**config.mk**
```make
export PLATFORM = sky130hd
export DESIGN_NAME = vcarb_top
export DESIGN_NICKNAME = d
export VERILOG_FILES = /design/src/verilog/vcarb_pkg.sv /design/src/verilog/vcarb_slot_step.sv /design/src/verilog/vcarb_top.sv
export VERILOG_INCLUDE_DIRS = /design/src /design/src/verilog
export SDC_FILE = /design/constraint.sdc
export NUM_CORES = 1
export LEC_CHECK = 0
export ABC_AREA = 1
export BUFFER_PORTS_ARGS = -buffer_cell sky130_fd_sc_hd__buf_2
export CORE_UTILIZATION = 34
export CTS_BUF_LIST = sky130_fd_sc_hd__clkbuf_8
export CTS_CLUSTER_SIZE = 24
export DETAILED_ROUTE_END_ITERATION = 10
export SLEW_MARGIN = 20
export SYNTH_ARGS = -nofsm -noshare
export SYNTH_HDL_FRONTEND = slang
export SYNTH_SLANG_ARGS = --single-unit
```
**constraint.sdc**
```tcl
create_clock -name CLK -period 7.9 [get_ports CLK]
set_clock_uncertainty 0.2 [all_clocks]
set_input_delay 1.58 -clock CLK [delete_from_list [all_inputs] [get_ports CLK]]
set_output_delay 1.58 -clock CLK [all_outputs]
set_load 0.01 [all_outputs]
```
**src/verilog/vcarb_regs.svh**
```systemverilog
// Notes on behaviour
// - Any table write sets the dirty flag.
// - Dirty stays set until a load completes with no table write during its copy.
// - Downstream ports always read dirty as zero.
// - Dirty matters only for table-using schemes.
// - Pending bit shows flow control init progress.
// - Slot is 4-bit port; 0,2,4 valid.
// - Invalid slots are skipped with no delay.
// - Eight nibbles per word at 0x220, 0x224.
// - Slots are read/write and reset to zero.
// - Status is read-only, reserved bits zero.
// - Writing one loads table; upstream only, reads zero.
// - Scheme select picks arbitration; table-using schemes only.
`ifndef VCARB_REGS_SVH
`define VCARB_REGS_SVH

`define VCARB_AW 12
`define VCARB_DW 32
`define VCARB_CTRL_OFS 12'h214
`define VCARB_STS_OFS 12'h218
`define VCARB_TBL0_OFS 12'h220
`define VCARB_TBL1_OFS 12'h224
`define VCARB_ISTS_OFS 12'h230
`define VCARB_IMSK_OFS 12'h234

`define VCARB_LOAD_BIT 16
`define VCARB_SCHEME_LSB 17
`define VCARB_SCHEME_MSB 19
`define VCARB_DIRTY_BIT 16
`define VCARB_NEG_BIT 17

`define VCARB_SLOTS 16
`define VCARB_SLOTS_PER_WORD 8
`define VCARB_LAST_SLOT 4'hF
`define VCARB_PORT0 4'h0
`define VCARB_PORT2 4'h2
`define VCARB_PORT4 4'h4
`define VCARB_SCHEME_TABLE_MASK 8'h3C

`define VCARB_EV_LOAD 0
`define VCARB_EV_FC 1
`define VCARB_NEV 2
`define VCARB_WORD_ZERO 32'h0000_0000

`endif

```
**src/verilog/vcarb_pkg.sv**
```systemverilog
package vcarb_pkg;
`include "vcarb_regs.svh"

    typedef logic [3:0] vcarb_port_t;
    typedef vcarb_port_t [`VCARB_SLOTS-1:0] vcarb_table_t;

    // Loader states, one-hot.
    typedef enum logic [1:0]
    {
        VCARB_LD_IDLE = 2'h1,
        VCARB_LD_COPY = 2'h2
    } vcarb_ld_state_t;

    // Grant seen by the egress scheduler.
    typedef struct packed
    {
        logic valid;
        vcarb_port_t slot;
        vcarb_port_t port;
    } vcarb_grant_t;

    // Slot stepper state.
    typedef struct packed
    {
        vcarb_port_t ptr;
    } vcarb_step_t;

    // Whole state of the top module.
    typedef struct packed
    {
        vcarb_table_t shadow;
        vcarb_table_t active;
        logic [2:0] scheme;
        logic dirty;
        logic rewrite;
        vcarb_ld_state_t ld_state;
        vcarb_port_t ld_idx;
        logic fc_pend;
        logic [`VCARB_NEV-1:0] ists;
        logic [`VCARB_NEV-1:0] imask;
        logic [`VCARB_DW-1:0] rdata;
        logic irq;
        vcarb_grant_t grant;
    } vcarb_state_t;

    // A slot counts only if it names a real port other than the egress itself.
    function automatic logic vcarb_slot_ok(vcarb_port_t p, vcarb_port_t egress);
        logic known;
        known = (p == `VCARB_PORT0) || (p == `VCARB_PORT2) || (p == `VCARB_PORT4);
        return known && (p != egress);
    endfunction

    // True for schemes that draw their service order from the table.
    function automatic logic vcarb_uses_table(logic [2:0] scheme);
        logic [7:0] mask;
        mask = `VCARB_SCHEME_TABLE_MASK;
        return mask[scheme];
    endfunction

endpackage

```
**src/verilog/vcarb_slot_step.sv**
```systemverilog
`timescale 1ns/100ps
module vcarb_slot_step
(
    input wire logic clk,
    input wire logic rst_n,
    input wire vcarb_pkg::vcarb_table_t slots,
    input wire vcarb_pkg::vcarb_port_t egress_id,
    input wire logic advance,
    input wire logic restart,
    output vcarb_pkg::vcarb_grant_t grant
);
    import vcarb_pkg::*;

    vcarb_step_t st_q;
    vcarb_step_t st_d;
    vcarb_port_t cur;
    vcarb_port_t idx;
    logic found;

    // Search from the pointer for the first usable slot in the same cycle,
    // so a bad slot costs no arbitration period at all.
    always_comb
    begin
        found = 1'b0;
        cur = st_q.ptr;
        idx = st_q.ptr;
        for (int i = 0; i < `VCARB_SLOTS; i++)
        begin
            idx = st_q.ptr + 4'(i);
            if (!found && vcarb_slot_ok(slots[idx], egress_id))
            begin
                found = 1'b1;
                cur = idx;
            end
        end
        grant.valid = found;
        grant.slot = cur;
        grant.port = slots[cur];
        st_d = st_q;
        if (restart)
            st_d.ptr = '0;
        else if (advance && found)
            st_d.ptr = cur + 4'h1;
    end

    // The pointer is four bits wide, so slot fifteen wraps to zero by itself.
    always_ff @(posedge clk or negedge rst_n)
    begin
        if (!rst_n)
            st_q <= '0;
        else
            st_q <= st_d;
    end
endmodule

```
**src/verilog/vcarb_top.sv**
```systemverilog
// The address-and-strobe port was decided locally.
`timescale 1ns/100ps
`include "vcarb_regs.svh"
module vcarb_top
(
    input wire logic CLK,
    input wire logic RSTN,
    input wire logic [`VCARB_AW-1:0] ADDR,
    input wire logic [`VCARB_DW-1:0] WDATA,
    input wire logic WR,
    input wire logic RD,
    output logic [`VCARB_DW-1:0] RDATA,
    output logic IRQ,
    input wire logic IS_UPSTREAM,
    input wire vcarb_pkg::vcarb_port_t EGRESS_ID,
    input wire logic FC_INIT_DONE,
    input wire logic ARB_ADVANCE,
    output vcarb_pkg::vcarb_grant_t GRANT
);
    import vcarb_pkg::*;

    localparam vcarb_state_t ST_RST = '{ld_state: VCARB_LD_IDLE, default: '0};

    logic [1:0] rst_sync_q;
    logic rst_n;
    vcarb_state_t st_q;
    vcarb_state_t st_d;
    vcarb_grant_t step_grant;
    logic tbl_wr;
    logic ld_go;
    logic ld_done;
    logic uses_table;
    logic [`VCARB_NEV-1:0] ev;
    logic [`VCARB_DW-1:0] rd_word;

    // Reset is applied at once but released through two flops so that no
    // flop leaves reset on a different edge than its neighbours.
    always_ff @(posedge CLK or negedge RSTN)
    begin
        if (!RSTN)
            rst_sync_q <= '0;
        else
            rst_sync_q <= {rst_sync_q[0], 1'b1};
    end
    assign rst_n = rst_sync_q[1];

    // Decodes shared by the next-state logic and the checks.
    assign tbl_wr = WR && ((ADDR == `VCARB_TBL0_OFS) || (ADDR == `VCARB_TBL1_OFS));
    assign ld_go = WR && (ADDR == `VCARB_CTRL_OFS) && WDATA[`VCARB_LOAD_BIT]
        && IS_UPSTREAM && (st_q.ld_state == VCARB_LD_IDLE);
    assign ld_done = (st_q.ld_state == VCARB_LD_COPY) && (st_q.ld_idx == `VCARB_LAST_SLOT);
    assign uses_table = vcarb_uses_table(st_q.scheme);

    // The stepper only ever sees the loaded copy, never the shadow.
    vcarb_slot_step u_step
    (
        .clk(CLK),
        .rst_n(rst_n),
        .slots(st_q.active),
        .egress_id(EGRESS_ID),
        .advance(ARB_ADVANCE && uses_table),
        .restart(ld_done),
        .grant(step_grant)
    );

    // Read mux; unmapped addresses return zero.
    always_comb
    begin
        rd_word = `VCARB_WORD_ZERO;
        unique case (ADDR)
            `VCARB_CTRL_OFS:
            begin
                rd_word[`VCARB_SCHEME_MSB:`VCARB_SCHEME_LSB] = st_q.scheme;
            end
            `VCARB_STS_OFS:
            begin
                rd_word[`VCARB_DIRTY_BIT] = st_q.dirty && IS_UPSTREAM;
                rd_word[`VCARB_NEG_BIT] = st_q.fc_pend;
            end
            `VCARB_TBL0_OFS:
                rd_word = st_q.shadow[`VCARB_SLOTS_PER_WORD-1:0];
            `VCARB_TBL1_OFS:
                rd_word = st_q.shadow[`VCARB_SLOTS-1:`VCARB_SLOTS_PER_WORD];
            `VCARB_ISTS_OFS:
                rd_word[`VCARB_NEV-1:0] = st_q.ists;
            `VCARB_IMSK_OFS:
                rd_word[`VCARB_NEV-1:0] = st_q.imask;
            default:
                rd_word = `VCARB_WORD_ZERO;
        endcase
    end

    // Events that raise sticky interrupt bits.
    always_comb
    begin
        ev = '0;
        ev[`VCARB_EV_LOAD] = ld_done;
        ev[`VCARB_EV_FC] = st_q.fc_pend && FC_INIT_DONE;
    end

    // Next state of the whole block.
    always_comb
    begin
        st_d = st_q;
        st_d.rdata = RD ? rd_word : `VCARB_WORD_ZERO;
        st_d.fc_pend = !FC_INIT_DONE;

        // Software writes land in the shadow table and the control fields.
        if (WR && (ADDR == `VCARB_TBL0_OFS))
            st_d.shadow[`VCARB_SLOTS_PER_WORD-1:0] = WDATA;
        if (WR && (ADDR == `VCARB_TBL1_OFS))
            st_d.shadow[`VCARB_SLOTS-1:`VCARB_SLOTS_PER_WORD] = WDATA;
        if (WR && (ADDR == `VCARB_CTRL_OFS))
            st_d.scheme = WDATA[`VCARB_SCHEME_MSB:`VCARB_SCHEME_LSB];
        if (WR && (ADDR == `VCARB_IMSK_OFS))
            st_d.imask = WDATA[`VCARB_NEV-1:0];

        // Loader copies one slot per cycle; a load request while copying is
        // ignored, which keeps the span of a load fixed at sixteen cycles.
        unique case (st_q.ld_state)
            VCARB_LD_IDLE:
            begin
                if (ld_go)
                begin
                    st_d.ld_state = VCARB_LD_COPY;
                    st_d.ld_idx = '0;
                end
            end
            VCARB_LD_COPY:
            begin
                st_d.active[st_q.ld_idx] = st_q.shadow[st_q.ld_idx];
                st_d.ld_idx = st_q.ld_idx + 4'h1;
                if (ld_done)
                    st_d.ld_state = VCARB_LD_IDLE;
            end
        endcase

        // A write during a copy may have missed the copy, so remember it and
        // keep the table marked incoherent after the copy ends.
        if (ld_go)
            st_d.rewrite = 1'b0;
        else if (st_q.ld_state == VCARB_LD_COPY)
            st_d.rewrite = st_q.rewrite || tbl_wr;

        // Set wins over the end-of-load clear.
        st_d.dirty = tbl_wr || (st_q.dirty && !(ld_done && !st_q.rewrite));
        if (st_q.dirty && ld_done && !st_q.rewrite && !tbl_wr)
            st_d.dirty = 1'b0;

        // Sticky interrupt bits: write one to clear, a new event wins.
        if (WR && (ADDR == `VCARB_ISTS_OFS))
            st_d.ists = st_q.ists & ~WDATA[`VCARB_NEV-1:0];
        st_d.ists = st_d.ists | ev;
        st_d.irq = |(st_d.ists & st_d.imask);

        // The grant is only offered when the scheme reads the table.
        st_d.grant.valid = step_grant.valid && uses_table;
        st_d.grant.slot = step_grant.slot;
        st_d.grant.port = step_grant.port;
    end

    always_ff @(posedge CLK or negedge rst_n)
    begin
        if (!rst_n)
            st_q <= ST_RST;
        else
            st_q <= st_d;
    end

    // Outputs come straight from state flops.
    assign RDATA = st_q.rdata;
    assign IRQ = st_q.irq;
    assign GRANT = st_q.grant;
endmodule

```
==> reports/summary.txt <==
Hold Buf Count CTS -> 0
H-tree levels -> 4
CTS Buf Count -> 17
Starting Density -> 34.86%
total track usage -> 25.95%
Final #Nets -> 2115
postcts setup bufs -> 0
Synth area leaders -> dfrtp_1 (35%), nand2_1 (19%), nand3_1 (13%)
drt drc -> 0
Slew headroom -> 26.07%
Yosys Warn Count -> 0
vias in the first global route -> 12.87k
GP Congestion -> 0.9785
CP Capture Type -> register
die area -> 0.04080 mm²
#FFs+latches synth -> 192
unrepaired setup endpoints after global routing -> no
# port buffers -> 96
met2 Track Usage GR -> 36.89%
Via Count -> 14.23k
list of most frequent post-synthesis cells -> nand2_1 (681), nand3_1 (347), dfrtp_1 (191)
post-synthesis sequential area ratio -> 35.34%
clk sink count -> 192
area share of the largest cell type after synthesis -> 35.15%
status -> finished, final reports clean
M3 GR Usage -> 5.853%
Post-Synthesis Cells -> 2045
FMAX -> 156.2 MHz
Req. time, crit path -> 8.06 ns
final setup vio count -> 0
period utilization -> 81.05%
Setup Crit Path Kind -> reg -> reg
Hold Crit Class -> reg -> reg
Mapped Nets -> 2112
WP data arrival -> 6.56 ns
drt pass-1 iters -> 6
largest net degree at the start of global routing -> 73
drt initial violations -> 1663
Post-DP Area -> 0.01409 mm²
cell total after placement -> 2547
Worst Path Max Fanout -> 35
hold slack -> 0.1652 ns
I/O pins -> 97
Layout area overhead -> 6.817%
Slew Viols, Final -> 0
Mean Syn Cell Area -> 6.650 µm²
CP startpoint kind -> register
most frequent cell after synthesis -> nand2_1
Cell Area, Synth -> 0.01360 mm²
FP Rows -> 72
EDFF count, synth -> 0
Routed WL -> 52930 µm
gr ovfl total -> 0
Filler cells -> 4152
Max Cap Violations -> 0
Die X -> 202.0 µm
post-synth cell types -> 58
post-route insts no fill -> 2579
min cycle time layout -> 6.403 ns
clock root cell -> clkbuf_8
core area -> 0.03901 mm²
first-pass GRT wire length -> 79490 µm
Vias/cell -> 5.519
final hold vios -> 0
GRT met1 Usage -> 38.53%
Final TNS setup -> 0 ns
Antenna Nets Post-Route -> 0
Antenna diodes -> 0
gr busiest metal -> met1
Synth area leader -> dfrtp_1
post_cts resized -> 0
worst skew pair latency -> 0.49 ns
dpl hpwl -> 38890 µm
die height -> 202.0 µm
Tightest Pin Transition -> 1.108 ns
share of layout cells above drive strength 1 -> 9.656%
CTS tree -> done
clock slew at the register clock pins of the worst setup and hold paths -> 0.11 ns
wire per inst -> 20.53 µm
initial antenna violation count -> 0
clock buffer depth -> 2
Final Instance Area -> 0.01453 mm²
async set-reset flop share out of synthesis -> 100.0%
top_reg_cell synth -> dfrtp_1
[routing by layer]
| layer | vias up | share of wire [%] |
|---|---|---|
| met5 | - | 0 |
| met3 | 84 | 9.7 |
| met4 | 0 | 2.8 |
| met1 | 6736 | 46 |
| li1 | 6746 | - |
| met2 | 668 | 42 |
[stage by stage]
step                      util (%)  worst slack (ns)
after floorplan                  -             1.955
after global placement       36.13             1.667
after detailed placement     36.13             1.712
after CTS                    37.24             1.699
after global routing         37.24             1.159
final                        37.24             1.497
[logic make-up (layout without fill, tap and decap cells)]
family,count (synthesis),after routing,synth area share [%]
fa+ha+maj,12,12,1.104
simple gates,1220,1220,38.77
buf+inv,277,293,9.918
other cells,1,1,0.02757
mux,3,3,0.2208
flops,192,192,35.34
xor+xnor,12,12,1.297
compound gates,328,328,13.32
[path summary, 6_finish.rpt]
check	slack [ns]	cells past startpoint	start	end
max in group asynchronous	5.76	1	rst_sync_q[1]$_DFF_PN0_	st_q[150]$_DFFE_PN0P_
min in group asynchronous	0.27	0	rst_sync_q[1]$_DFF_PN0_	GRANT[8]$_DFF_PN0_
max reg2reg	1.50	27	u_step.st_q[2]$_DFFE_PN0P_	u_step.st_q[1]$_DFFE_PN0P_
min	0.17	0	rst_sync_q[0]$_DFF_PN0_	rst_sync_q[1]$_DFF_PN0_
max	1.50	27	u_step.st_q[2]$_DFFE_PN0P_	u_step.st_q[1]$_DFFE_PN0P_
min reg2reg	0.17	0	rst_sync_q[0]$_DFF_PN0_	rst_sync_q[1]$_DFF_PN0_
[layout by cell type, fill, tap and decap left out, drive strengths merged, types with 12 or more instances in the layout]
cell    count
a21oi     104
a31oi      12
buf       117
clkbuf     17
dfrtp     191
ha         12
inv       147
nand2     691
nand3     349
nand4      28
nor2      137
o21ai     178
[final cells by class]
type | count | area, µm² | share of cell area (%)
well taps | 518 | 648.1 | 4.462
clock buffers | 17 | 234.0 | 1.611
flip-flops and latches | 192 | 4811 | 33.12
clock inverters | 15 | 200.2 | 1.378
multi-input cells | 1576 | 7450 | 51.28
repair buffers | 117 | 638.1 | 4.393
inverters | 144 | 545.5 | 3.755
[flip-flops by register name, summed over array words and instances, names as in the netlist]
name	flops
IRQ	1
st_q	144
RDATA	32
rst_sync_q	2
GRANT	9
u_step.st_q	4
[critical path: stages (launching register included)]
cell	delay [ns]
dfrtp_1	0.34
buf_4	0.34
inv_1	0.12
ha_1	0.74
clkinv_1	0.69
nand3_1	0.27
nand2_1	0.15
o21ai_1	0.37
nand2_1	0.19
nand2_1	0.12
nand2_1	0.06
nand3_1	0.16
nand4_4	0.14
nor2_4	0.17
nand4_4	0.12
nor2_4	0.17
nand4_4	0.14
nor2_8	0.16
nand2_2	0.11
nand2_1	0.11
inv_2	0.07
nand2_2	0.07
nand2_4	0.13
nand2_4	0.35
inv_2	0.24
ha_1	0.33
nand2_1	0.08
o21ai_0	0.08
Power is not shown: default switching activity piles up to over one toggle a cycle in this logic, so the estimate is an artifact.
